File: config.mk
export PLATFORM = sky130hd
export DESIGN_NAME = rxb_backend
export DESIGN_NICKNAME = d
export VERILOG_FILES = /design/src/rxb_pkg.sv /design/src/rxb_backend.sv
export SDC_FILE = /design/constraint.sdc
export NUM_CORES = 1
export LEC_CHECK = 0
export BUFFER_PORTS_ARGS = -buffer_cell sky130_fd_sc_hd__buf_2
export CAP_MARGIN = 20
export CORE_UTILIZATION = 41
export CTS_CLUSTER_SIZE = 25
export DETAILED_ROUTE_END_ITERATION = 6
export GPL_TIMING_DRIVEN = 0
export SYNTH_ARGS = -nofsm -noshare
export SYNTH_HDL_FRONTEND = slang
export SYNTH_SLANG_ARGS = --single-unit
File: constraint.sdc
create_clock -name clk_in -period 4 [get_ports clk_in]
set_input_delay 0.2 -clock clk_in [delete_from_list [all_inputs] [get_ports clk_in]]
set_output_delay 0.2 -clock clk_in [all_outputs]
set_load 0.005 [all_outputs]
File: src/rxb_pkg.sv
package rxb_pkg;

  localparam logic [2:0] RXB_MODE_RECEIVE = 3'h3;
  localparam logic [1:0] RXB_GAIN_RESET   = 2'h0;
  localparam logic [1:0] RXB_DATA_CONT    = 2'h0;
  localparam logic [1:0] RXB_DATA_BUFF    = 2'h1;
  localparam logic [1:0] RXB_DATA_PACKET  = 2'h2;
  localparam int         RXB_SAMPLES      = 16;
  localparam int         RXB_SAMPLE_LOG2  = 4;
  localparam logic [7:0] RXB_DEV_RESET    = 8'h03;
  localparam logic [7:0] RXB_LEVEL_RESET  = 8'h00;

endpackage
File: src/rxb_backend.sv
// Overview of operation
// - Receive logic runs only while operating mode field equals 011.
// - IF gain field steps -13.5 dB to 0 dB by 4.5 dB; 0 dB after reset.
// - One bit picks low-pass (FSK) or complex polyphase (OOK) channel filter.
// - Signal strength value counts 0.5 dB per step.
// - OOK: strength sampled 16 times per second IF period.
// - FSK: strength sampled 16 times per deviation period.
// - Sliding 16-sample average refreshes the value on every new sample.
// - Value above alarm level raises the alarm condition.
// - Alarm status clears only on a written one; zero leaves it.
// - Two route bits send the alarm to pin a or pin b.
// - Deviation field sets estimator sampling rate; the data recovery is paced by the bit tick instead.
// - FSK demodulator outputs polarity from relative I/Q phase.
// - Continuous mode without recovery gives the raw demodulator output.
// - Continuous mode with recovery gives recovered clock and data.
// - Buffered mode writes only resynchronised data into the FIFO.
// - Recovery forced on in buffered and packet modes.
`timescale 1ns/1ps
`default_nettype none

module rxb_backend #(
  parameter int DEV_W = 8,
  parameter int STR_W = 8
) (
  input  wire logic             clk_in,
  input  wire logic             resetn_in,
  input  wire logic [2:0]       operating_mode_field_in,
  input  wire logic [1:0]       if_amplifier_gain_field_in,
  input  wire logic             complex_filter_enable_in,
  input  wire logic [DEV_W-1:0] deviation_field_in,
  input  wire logic [STR_W-1:0] strength_alarm_level_in,
  input  wire logic             strength_alarm_clear_in,
  input  wire logic             rx_alarm_route_pin_a_in,
  input  wire logic             rx_alarm_route_pin_b_in,
  input  wire logic [1:0]       data_mode_in,
  input  wire logic             recovery_disable_in,
  input  wire logic [STR_W-1:0] strength_sample_in,
  input  wire logic             i_sign_in,
  input  wire logic             q_sign_in,
  input  wire logic             bit_tick_in,
  output logic                  receive_active_out,
  output logic [1:0]            if_gain_setting_out,
  output logic                  polyphase_select_out,
  output logic                  strength_sample_tick_out,
  output logic [STR_W-1:0]      signal_strength_value_out,
  output logic                  strength_alarm_status_out,
  output logic                  interrupt_pin_a_out,
  output logic                  interrupt_pin_b_out,
  output logic                  raw_data_out,
  output logic                  recovered_clock_out,
  output logic                  recovered_data_out,
  output logic                  fifo_write_out,
  output logic                  fifo_data_out
);

  ////////////////////////////////////////////////////////////////////////////
  // Mode decode.

  wire rx_on    = (operating_mode_field_in == rxb_pkg::RXB_MODE_RECEIVE);
  wire mode_c   = (data_mode_in == rxb_pkg::RXB_DATA_CONT);
  wire rec_on   = !mode_c || !recovery_disable_in;
  wire buffered = (data_mode_in == rxb_pkg::RXB_DATA_BUFF);
  // The spare data mode code acts like packet mode: recovery runs, but only
  // the retimed data registers see its result.

  ////////////////////////////////////////////////////////////////////////////
  // Sample pacing: one sample every (deviation+1) clocks, so the rate tracks
  // the programmed deviation. In OOK the host programs the second IF here.

  logic [DEV_W-1:0] pace_q;
  wire              pace_hit = (pace_q == deviation_field_in);
  wire              sample   = rx_on && pace_hit;

  always_ff @(posedge clk_in or negedge resetn_in)
  begin
    if (!resetn_in)
      pace_q <= '0;
    else if (!rx_on || pace_hit)
      pace_q <= '0;
    else
      pace_q <= pace_q + 1'b1;
  end

  ////////////////////////////////////////////////////////////////////////////
  // Sixteen-entry sliding window with a running sum; one LSB is 0.5 dB.
  // The sum is wide enough for sixteen full-scale samples, so it never wraps.

  localparam int WP_W  = rxb_pkg::RXB_SAMPLE_LOG2;
  localparam int SUM_W = STR_W + WP_W;
  logic [STR_W-1:0] win_q [rxb_pkg::RXB_SAMPLES];
  logic [SUM_W-1:0] sum_q;
  logic [WP_W-1:0]  wp_q;
  wire  [SUM_W-1:0] sum_d = sum_q + SUM_W'(strength_sample_in)
                            - SUM_W'(win_q[wp_q]);
  wire  [STR_W-1:0] avg_d = sum_d[SUM_W-1:rxb_pkg::RXB_SAMPLE_LOG2];

  genvar g;
  generate
    for (g = 0; g < rxb_pkg::RXB_SAMPLES; g++)
    begin : g_win
      wire load_entry = sample && (wp_q == WP_W'(g));

      always_ff @(posedge clk_in or negedge resetn_in)
      begin
        if (!resetn_in)
          win_q[g] <= '0;
        else if (load_entry)
          win_q[g] <= strength_sample_in;
      end
    end
  endgenerate

  always_ff @(posedge clk_in or negedge resetn_in)
  begin
    if (!resetn_in)
    begin
      sum_q                     <= '0;
      wp_q                      <= '0;
      signal_strength_value_out <= STR_W'(rxb_pkg::RXB_LEVEL_RESET);
      strength_sample_tick_out  <= 1'b0;
    end
    else
    begin
      strength_sample_tick_out <= sample;
      if (sample)
      begin
        sum_q                     <= sum_d;
        wp_q                      <= wp_q + 1'b1;
        signal_strength_value_out <= avg_d;
      end
    end
  end

  ////////////////////////////////////////////////////////////////////////////
  // Alarm: a crossing in the clear cycle wins, so no event is lost.
  // It compares the registered average, so it trails each sample by a clock.

  wire alarm_set = rx_on &&
                   (signal_strength_value_out > strength_alarm_level_in);

  always_ff @(posedge clk_in or negedge resetn_in)
  begin
    if (!resetn_in)
      strength_alarm_status_out <= 1'b0;
    else if (alarm_set)
      strength_alarm_status_out <= 1'b1;
    else if (strength_alarm_clear_in)
      strength_alarm_status_out <= 1'b0;
  end

  assign interrupt_pin_a_out = strength_alarm_status_out &&
                               rx_alarm_route_pin_a_in;
  assign interrupt_pin_b_out = strength_alarm_status_out &&
                               rx_alarm_route_pin_b_in;

  ////////////////////////////////////////////////////////////////////////////
  // Configuration fields. They pass through a register only so that these
  // outputs come straight from a flip-flop; the interrupt pins are gated by the route inputs.

  always_ff @(posedge clk_in or negedge resetn_in)
  begin
    if (!resetn_in)
    begin
      receive_active_out   <= 1'b0;
      if_gain_setting_out  <= rxb_pkg::RXB_GAIN_RESET;
      polyphase_select_out <= 1'b0;
    end
    else
    begin
      receive_active_out   <= rx_on;
      if_gain_setting_out  <= if_amplifier_gain_field_in;
      polyphase_select_out <= complex_filter_enable_in;
    end
  end

  ////////////////////////////////////////////////////////////////////////////
  // Demodulation and data paths. Recovery retimes the polarity on the bit
  // tick, so glitches between ticks never reach the FIFO; the raw path has
  // no such protection and suits hosts that recover the timing themselves.

  wire polarity     = i_sign_in ^ q_sign_in;
  wire retime       = rx_on && rec_on && bit_tick_in;
  wire raw_d        = rx_on && mode_c && !rec_on && polarity;
  wire rec_clock_d  = retime && mode_c;
  wire fifo_write_d = retime && buffered;

  always_ff @(posedge clk_in or negedge resetn_in)
  begin
    if (!resetn_in)
    begin
      raw_data_out        <= 1'b0;
      recovered_clock_out <= 1'b0;
      fifo_write_out      <= 1'b0;
    end
    else
    begin
      raw_data_out        <= raw_d;
      recovered_clock_out <= rec_clock_d;
      fifo_write_out      <= fifo_write_d;
    end
  end

  // Retimed data holds between ticks, so a reader may take it at any time
  // up to the next recovered clock or FIFO strobe.
  always_ff @(posedge clk_in or negedge resetn_in)
  begin
    if (!resetn_in)
    begin
      recovered_data_out <= 1'b0;
      fifo_data_out      <= 1'b0;
    end
    else if (retime)
    begin
      recovered_data_out <= polarity;
      fifo_data_out      <= polarity;
    end
  end

endmodule

`default_nettype wire

Yosys cells after proc, flatten, opt, wreduce, memory -nomap -nowiden
Index checks and enable logic that the tools add are counted.
- bits in registers: 170
- word-level logic and storage cells: 97
- $add $sub $neg: 4
- magnitude comparators: 2
- equality and inequality tests: 18
- mux-type cells: 6
- bitwise gates (word level): 2
- reduce and logical (&&, ||, !) cells: 36
- operator list (cell ; count):
    $bmux 8 s4 ; 1
    $eq 4x4->1 const B ; 8
    $logic_and 1x1->1 ; 27
    $mux 8 ; 3
    $eq 4x3->1 const B ; 4
    $add 12x8->12 ; 1
    $sub 12x8->12 ; 1
    $add 8x1->8 const B ; 1
    $eq 4x2->1 const B ; 2
    $eq 8x8->1 ; 1
    $gt 8x8->1 ; 1
    $ge 5x5->1 const B ; 1
    $not 4->5 ; 1
    $add 4x1->4 const B ; 1
    $eq 4x1->1 const B ; 1
    $logic_not 1->1 ; 4
    $logic_not 4->1 ; 1
    $eq 3x2->1 const B ; 1
    $eq 2x1->1 const B ; 1
    $logic_not 2->1 ; 1
    $logic_or 1x1->1 ; 2
    $mux 1 ; 2
    $reduce_bool 2->1 ; 1
    $xor 1x1->1 ; 1

Logic depth before layout (Yosys ltp)
Gate-level depths: netlist (run 1).
- depth in word-level cells: 6
- gate-level depth with buffers: 14
- gate-level depth less buffers: 12

Worst setup path after synthesis (run 1)
No wires, ideal clock.
- path kind: register -> register
- start point: register wp_q[0]
- end point: register signal_strength_value_out[3]
- data arrival time: 4.180 ns
- slack: -0.245 ns
- stages on the path, launching flop included: 14
- path buffers: 2
- clock period less this slack: 4.245 ns
- cell sequence: dfrtp_1 > clkbuf_1 > buf_2 > mux4_2 > mux4_2 > fa_1 > inv_1 > ha_1 > nand2_1 > or3b_1 > and3_1 > or4b_1 > nand4_1 > o21a_1
- longest elaborated chain between the ends: 5
- RTL lines (what ; line ; source):
    start, declared ; rxb_backend.sv:92 ; logic [WP_W-1:0] wp_q;
    start signal, assigned ; rxb_backend.sv:128 ; wp_q <= wp_q + 1'b1;
    $not 4->5 (implied by the code) ; rxb_backend.sv:94 ; - SUM_W'(win_q[wp_q]);
    $bmux 8 s4 ; rxb_backend.sv:94 ;
    $mux 8 (implied by the code) (2 in a row) ; rxb_backend.sv:94 ;
    $sub 12x8->12 ; rxb_backend.sv:94 ;
    end signal, assigned ; rxb_backend.sv:119 ; signal_strength_value_out <= STR_W'(rxb_pkg::RXB_LEVEL_RESET);
    end signal, assigned ; rxb_backend.sv:129 ; signal_strength_value_out <= avg_d;
    end, declared ; rxb_backend.sv:45 ; output logic [STR_W-1:0] signal_strength_value_out,
No other way between the ends. The select of a mux whose other input is x is not followed.
A chain may end at the register's enable or synchronous reset.

Final worst setup path (run 1)
Ends and elaborated chain as after synthesis.

==> summary.md, run 1 <==
| Metric | Value |
|---|---|
| Peak supply drop | about 0.32 mV |
| Die H | roughly 150 um |
| Initial antenna violation count | 0 |
| I/O pins | 62 |
| Leak | slightly above 5 nW |
| Reg2reg start | wp_q[0]$_DFFE_PN0P_ |
| GRT Util Overall | 0.187 |
| Worst min path class | in2reg |
| Grt ovf | 0 |
| Max_slew headroom | 0.571 |
| Max Fanout on Critical Path | 7 |
| Pre-CTS WS | -773 ps |
| Endpoint class of the critical path | flop |
| #FFs+latches synth | roughly 160 |
| RSZ-0062 raised after global routing | true |
| Syn Area/Cell | about 14 sq um |
| Post-synthesis sequential area ratio | 0.464 |
| Max incr delay on CP | about 540 ps |
| Vias in the first global route | roughly 5700 |
| Final nets | 795 |
| 1st-iter DRT viols | ~210 |
| Fmax | 248 MHz |
| Post-DR vias/cell | 5.21 |
| DRT Pass-1 Iters | 5 |
| Inserted Diodes | 0 |
| Max_cap viols | 0 |
| WS Path Type | reg2reg |
| Worst endpoint required time | about 4400 ps |
| Cells after synthesis | between 600 and 700 |
| Setup_tns | -39.1 ps |
| First-pass GRT wire length | 30.7 mm |
| Total power per unit cell area | ~350 mW/mm^2 |
| CTS Buffer Depth | 2 |
| Clock sinks | between 150 and 200 |
| DRC viols | 0 |
| Fin crit share | 1.01 |
| Tightest Pin Transition | about 640 ps |
| Die width | about 150 um |
| DPL Wire Length | about 13 mm |
| Syn-to-layout area delta | 20.1% |
| Final hold vios | 0 |
| Seq pwr share | 0.456 |
| Placed Area | ~0.0094 sq mm |
| Outcome | finished with violations |
| Cell mode on critical path | mux4_2 |
| Cts bufs inserted | 17 |
| Post-synth EDFFs | 0 |
| Slew Limit Fails | 0 |
| Largest net degree at the start of global routing | approximately 100 |
| Synth warn | 0 |
| P_int | about 0.0028 W |
| Skew-Pair Late Insertion Delay | about 420 ps |
| Final GP Congestion | between 0.8 and 0.9 |
| WL/cell | 19.1 um |
| Initial Util | 0.417 |
| Final setup vio count | 2 |
| Synth cell types | 49 |
| CP arrival | approximately 4400 ps |
| Hold_sp | recovery_disable_in |
| Crit path from | wp_q[0]$_DFFE_PN0P_ |
| Clock share of power | 0.459 |
| CTS tree | done |
| Fin Clk Skew | 11.1 ps |
| Violated checks | negative setup slack |
| Worst setup SP type | flop |
| Standard-cell rows | 53 |
| Netlist Area Pre-Place | roughly 0.0087 sq mm |
| Core Box Area | approximately 0.021 sq mm |
| I/O Buffers | between 60 and 70 |
| Final setup margin | -26.6 ps |
| Antenna-violating nets left | 0 |
| Switching pwr | 0.000844 W |
| Die footprint | between 0.02 and 0.025 sq mm |
| Root buffer cell | clkbuf_16 |
| Syn_nets | slightly below 700 |
| Clock transition at the registers of the reported paths | around 70 ps |
| Via count | 5256 |
| Total Power Consumption | between 0.003 and 0.004 W |
| Htree depth | 4 |
| Final wirelength | ~19 mm |
| Critical path cell sequence | buf_8 -> buf_12 -> mux4_2 -> mux4_2 -> fa_1 -> inv_2 -> ha_1 -> a21oi_1 -> or3b_4 -> and3_4 -> or4b_1 -> nand4_1 -> o21a_1 |
| Ratio of cells with drive above 1 in the final layout | 0.480 |
| Final min period | between 4000 and 5000 ps |
| Fillcell total | between 1500 and 2000 |
| Finished Cell Area | 0.0105 sq mm |
| Slowest stage cell on the critical path | mux4_2 |
| Top FF cell, synth | dfrtp_1 |
| Switching share of power | 0.232 |
| Share of total power in combinational logic | 0.085 |
| Share of synthesized registers carrying an async set or reset | 1.00 |
placed cells by master (no fill, tap or decap), drive strengths merged, types with 2 or more instances in the layout:
| cell type | synthesis | final |
|---|---|---|
| mux2i | 2 | 2 |
| o21ai | 18 | 18 |
| mux2 | 128 | 128 |
| dlygate4sd3 | 0 | 7 |
| o21a | 3 | 3 |
| nand3 | 7 | 7 |
| mux4 | 40 | 40 |
| nand4 | 3 | 3 |
| nor2b | 3 | 3 |
| a21oi | 11 | 11 |
| clkinvlp | 0 | 2 |
| xor2 | 9 | 9 |
| bufinv | 0 | 3 |
| a211o | 2 | 2 |
| clkbuf | 14 | 34 |
| inv | 49 | 51 |
| xnor2 | 17 | 17 |
| clkinv | 0 | 4 |
| nand2 | 19 | 19 |
| nor3 | 3 | 3 |
| o22ai | 2 | 2 |
| nor2 | 14 | 14 |
| ha | 25 | 25 |
| fa | 8 | 8 |
| and3 | 19 | 19 |
| buf | 33 | 118 |
| a21boi | 2 | 2 |
| dfrtp | 162 | 162 |
| and2 | 3 | 3 |
cell type report:
class | count | area (sq um) | area share
Tap cell | 275 | 344 | 0.0328
Inverter | 49 | 184 | 0.0175
Multi-Input combinational cell | 352 | 4240 | 0.404
Clock inverter | 11 | 154 | 0.0147
Buffer | 47 | 447 | 0.0426
Sequential cell | 162 | 4050 | 0.386
Timing Repair Buffer | 92 | 626 | 0.0596
Clock buffer | 20 | 447 | 0.0426
per-layer routing:
metal  vias to the layer above  wire length (um)  track usage  part of all wire
met5                         -                 0            0                 0
met4                         0               317       0.0675             0.016
met3                        19               871       0.0312             0.045
met2                       160              9320        0.305              0.48
met1                      2710              8770        0.250              0.45
li1                       2367                 -            -                 -
worst paths after layout:
check	slack [ps]	cells past startpoint	endpoint
min reg2reg	500	1	win_q[46]$_DFFE_PN0P_
max reg2reg	-30	13	signal_strength_value_out[3]$_DFFE_PN0P_
max	-30	13	signal_strength_value_out[3]$_DFFE_PN0P_
min in group asynchronous	340	2	strength_alarm_status_out$_DFFE_PN0P_
min	40	3	raw_data_out$_DFF_PN0_
max in group asynchronous	2750	3	win_q[81]$_DFFE_PN0P_
power by group through the flow:
stage	Clock, W	Combinational (W)	Sequential (W)
4_1_cts	0.00171	0.000292	0.00166
5_1_grt	0.00178	0.000345	0.00166
3_5_place_dp	0	0.000254	0.00169
2_1_floorplan	0	0.000142	0.00169
3_3_place_gp	0	0.000243	0.00169
6_report	0.00167	0.000310	0.00166
state kept, by name (all words and copies together), names as in the netlist:
register	cells
polyphase_select_out	1
recovered_clock_out	1
strength_alarm_status_out	1
recovered_data_out	1
if_gain_setting_out	2
wp_q	4
raw_data_out	1
fifo_write_out	1
pace_q	8
sum_q	4
receive_active_out	1
signal_strength_value_out	8
win_q	128
strength_sample_tick_out	1
cells in the mapped netlist, types with 3 or more instances:
| cell type | number | area [sq um] |
|---|---|---|
| nor2_1 | 14 | 52.6 |
| mux4_2 | 40 | 901 |
| ha_1 | 25 | 313 |
| nand4_1 | 3 | 18.8 |
| and3_4 | 10 | 113 |
| buf_2 | 9 | 45.0 |
| xor2_1 | 9 | 78.8 |
| o21ai_0 | 17 | 85.1 |
| fa_1 | 8 | 160 |
| buf_6 | 3 | 33.8 |
| clkbuf_1 | 14 | 52.6 |
| buf_8 | 9 | 135 |
| and3_1 | 9 | 56.3 |
| buf_4 | 9 | 67.6 |
| mux2_2 | 40 | 450 |
| nor2b_1 | 3 | 18.8 |
| mux2_4 | 88 | 1320 |
| o21a_1 | 3 | 22.5 |
| and2_1 | 3 | 18.8 |
| nand3_1 | 7 | 35.0 |
| nand2_1 | 19 | 71.3 |
| dfrtp_1 | 162 | 4050 |
| inv_1 | 49 | 184 |
| a21oi_1 | 11 | 55.1 |
| xnor2_1 | 17 | 149 |
worst max-delay path, delay by kind of cell (launching register included):
kind / cells / cell delay (ps)
and+or+nand+nor: 4 / 1120
muxes: 2 / 1080
adders and majority gates: 2 / 790
DFF: 1 / 390
buffers and inverters: 3 / 370
AOI/OAI and AO/OA: 2 / 200
cells by family (layout without fill, tap and decap cells):
| group | after synthesis | count (layout) | synth area share |
|---|---|---|---|
| AO/OA/AOI/OAI | 45 | 45 | 0.0309 |
| XOR/XNOR | 26 | 26 | 0.0261 |
| adder cells (fa/ha/maj) | 33 | 33 | 0.0541 |
| AND/OR/NAND/NOR | 78 | 78 | 0.0543 |
| flip-flops | 162 | 162 | 0.464 |
| multiplexers | 170 | 170 | 0.308 |
| buffers and inverters | 96 | 219 | 0.0624 |
stage by stage:
step	util	hold WS, ps	std cells
3_3_place_gp	0.449	310	946
5_1_grt	0.501	29.3	1008
3_5_place_dp	0.451	231	947
4_1_cts	0.496	19.8	1000
6_report	0.501	43.4	1008
2_1_floorplan	-	-95.6	610
timing repair:
| action | in CTS | in global routing |
|---|---|---|
| endpoints found under the hold margin | 65 | 0 |
| buffers inserted | 14 | 8 |
| gates cloned | 1 | 0 |
| hold buffers | 7 | 0 |
| pin swaps | 9 | 11 |
| resized for setup | 30 | 17 |
| setup endpoints to repair | 8 | 5 |
Note: power is estimated with default switching activity, not from simulation.
==> run 2, diff against run 1 <==
Settings changed: BUFFER_PORTS_ARGS -buffer_cell sky130_fd_sc_hd__buf_2 to -buffer_cell sky130_fd_sc_hd__clkbuf_2.
==> run 2 against run 1 <==
  * The run now ends clean
  * Flip-flop and latch count did not move
  * Clock skew fell by 4.4 ps
  * Critical path type unchanged
  * Utilization fell by 0.27 points
  * First-iteration DRC count rose by 14%
  * Non-clock buffer count fell by 7
  * Sequential share of layout area rose by 0.21 points
==> summary.md, run 2 (same netlist as run 1, synthesis figures left out) <==
| Metric | Value |
|---|---|
| Outcome | complete, no violations |
| Fin Clk Skew | 6.61 ps (-4.45 ps) |
| RSZ-0062 raised after global routing | true |
| Final hold vios | 0 (unchanged) |
| Placed Cells | 947 (unchanged) |
| Standard-cell rows | 53 (unchanged) |
| Clock transition at the registers of the reported paths | 70 ps (about the same) |
| Fmax | 251 MHz (+0.93%) |
| Core Box Area | 0.0210 sq mm (unchanged) |
| Cts bufs inserted | 17 (unchanged) |
| Htree depth | 4 (unchanged) |
| Max_cap viols | 0 (unchanged) |
| Skew-Pair Late Insertion Delay | 420 ps (about the same) |
| Die width | 148 um (unchanged) |
| 1st-iter DRT viols | 243 (+14%) |
| Critical path cell sequence | buf_8 -> buf_12 -> buf_6 -> mux4_2 -> mux4_2 -> fa_1 -> inv_2 -> ha_4 -> nand2_4 -> or3b_4 -> a311oi_1 -> or4_4 -> a21boi_2 -> xor2_1 |
| Max incr delay on CP | 510 ps (-30 ps) |
| Antenna-violating nets left | 0 (unchanged) |
| Worst setup SP type | flop |
| Die H | 148 um (unchanged) |
| Max FFs per register | 128 (unchanged) |
| CTS tree | done |
| Total power per unit cell area | 342 mW/mm^2 (-1.2%) |
| Endpoint class of the critical path | flop |
| Grt ovf | 0 (unchanged) |
| CTS Buffer Depth | 2 (unchanged) |
| Root buffer cell | clkbuf_16 |
| Final wirelength | 19.1 mm (-0.90%) |
| Worst min path class | in2reg |
| Worst endpoint required time | 4310 ps (-50 ps) |
| I/O pins | 62 (unchanged) |
| Most common cell after layout, fill and taps aside | dfrtp_1 |
| Ratio of cells with drive above 1 in the final layout | 0.481 (+0.00121) |
| Final setup vio count | 0 (-2) |
| Max Fanout on Critical Path | 8 (+1) |
| Initial Util | 0.417 (unchanged) |
| Buf/Inv on CP | 4 (+1) |
| WS Path Type | reg2reg |
| Largest net degree at the start of global routing | 103 (unchanged) |
| DPL Wire Length | 13.2 mm (-0.56%) |
| WL/cell | 19.1 um (-0.30%) |
| Crit-path leading delay family | multiplexers |
| Commonest non-fill, non-tap cells in the layout | 162 x dfrtp_1, 88 x mux2_4, 61 x clkbuf_2 |
| Post-DR vias/cell | 5.20 (-0.19%) |
| Largest Register | win_q |
| Cell mode on critical path | mux4_2 |
| First-pass GRT wire length | 30.9 mm (+0.67%) |
| Final nets | 788 (-0.88%) |
| Inserted Diodes | 0 (unchanged) |
| Peak supply drop | 0.302 mV (-6.9%) |
| GRT Util Overall | 0.187 (+0.000313) |
| Setup_tns | 0 ps (+39.1 ps) |
| DRT Pass-1 Iters | 6 (+1) |
| Non-Filler Instances | 1002 (-0.60%) |
| Max_slew headroom | 0.533 (-0.0381) |
| Leak | 5.03 nW (-0.53%) |
| Syn-to-layout area delta | 19.4% |
| I/O Buffers | 61 (unchanged) |
| Final GP Congestion | 0.827 (-1.4%) |
| Slowest stage cell on the critical path | fa_1 |
| Largest regs | win_q (128), pace_q (8), signal_strength_value_out (8) |
| Die footprint | 0.0219 sq mm (unchanged) |
| Via count | 5215 (-0.78%) |
| CP arrival | 4300 ps (-90 ps) |
| DRC viols | 0 (unchanged) |
| Tightest Pin Transition | 701 ps (+57.1 ps) |
| Initial antenna violation count | 0 (unchanged) |
| Slew Limit Fails | 0 (unchanged) |
| Final min period | 3990 ps (-37.2 ps) |
| Fin crit share | 0.997 (-0.00930) |
| Clock sinks | 162 (unchanged) |
| Vias in the first global route | 5680 (+0.35%) |
-- run 2: cell type report --
| class | count | area [sq um] |
|---|---|---|
| Fill cell | 1822 | 10500 |
| Multi-Input combinational cell | 352 | 4260 |
| Sequential cell | 162 | 4050 |
| Timing Repair Buffer | 85 | 559 |
| Buffer | 47 | 450 |
| Clock buffer | 17 | 425 |
| Tap cell | 275 | 344 |
| Inverter | 49 | 184 |
| Clock inverter | 15 | 160 |
-- run 2: what timing repair did --
action,4_1_cts,5_1_grt
hold buffers,7,0
gates cloned,0,0
pin swaps,6,5
endpoints found under the hold margin,65,0
setup endpoints to repair,9,5
resized for setup,32,20
setup buffers,12,4
-- run 2: through the flow --
stage	total power [W]	cell area, sq um	setup WS, ps	util	hold WS, ps
floorplan	0.00183	8760	3.69	-	-95.6
global placement	0.00193	9410	-720	0.449	311
detailed placement	0.00194	9440	-834	0.451	223
CTS	0.00360	10300	-16.2	0.494	14.9
global route	0.00372	10400	-108	0.498	22.1
finish	0.00357	10400	10.6	0.498	30.3
-- run 2: tightest hold or removal path: stages --
cell and delay [ps]:
clkbuf_2 80, nand2_1 80, nor3_1 50
-- run 2: path summary, 6_finish.rpt --
kind	from	to	slack, ps	depth (start not counted)
min in group asynchronous	resetn_in	strength_alarm_status_out$_DFFE_PN0P_	330	2
min reg2reg	win_q[77]$_DFFE_PN0P_	win_q[77]$_DFFE_PN0P_	500	1
min	recovery_disable_in	raw_data_out$_DFF_PN0_	30	3
max reg2reg	wp_q[0]$_DFFE_PN0P_	signal_strength_value_out[7]$_DFFE_PN0P_	10	14
max in group asynchronous	resetn_in	win_q[52]$_DFFE_PN0P_	2770	3
max	wp_q[0]$_DFFE_PN0P_	signal_strength_value_out[7]$_DFFE_PN0P_	10	14
-- run 2: metal layers --
metal	GRT usage	share of wire	up-vias
li1	-	-	2355
met1	0.250	0.46	2696
met2	0.309	0.48	140
met3	0.0278	0.040	24
met4	0.0660	0.019	0
met5	0	0	-
-- run 2: power by group --
| part | switching, W | internal [W] | leakage, nW | total [W] |
|---|---|---|---|---|
| combinational | 0.000169 | 0.000134 | 2.55 | 0.000303 |
| sequential | 0.00000752 | 0.00165 | 2.19 | 0.00166 |
| clock | 0.000689 | 0.000924 | 0.284 | 0.00161 |
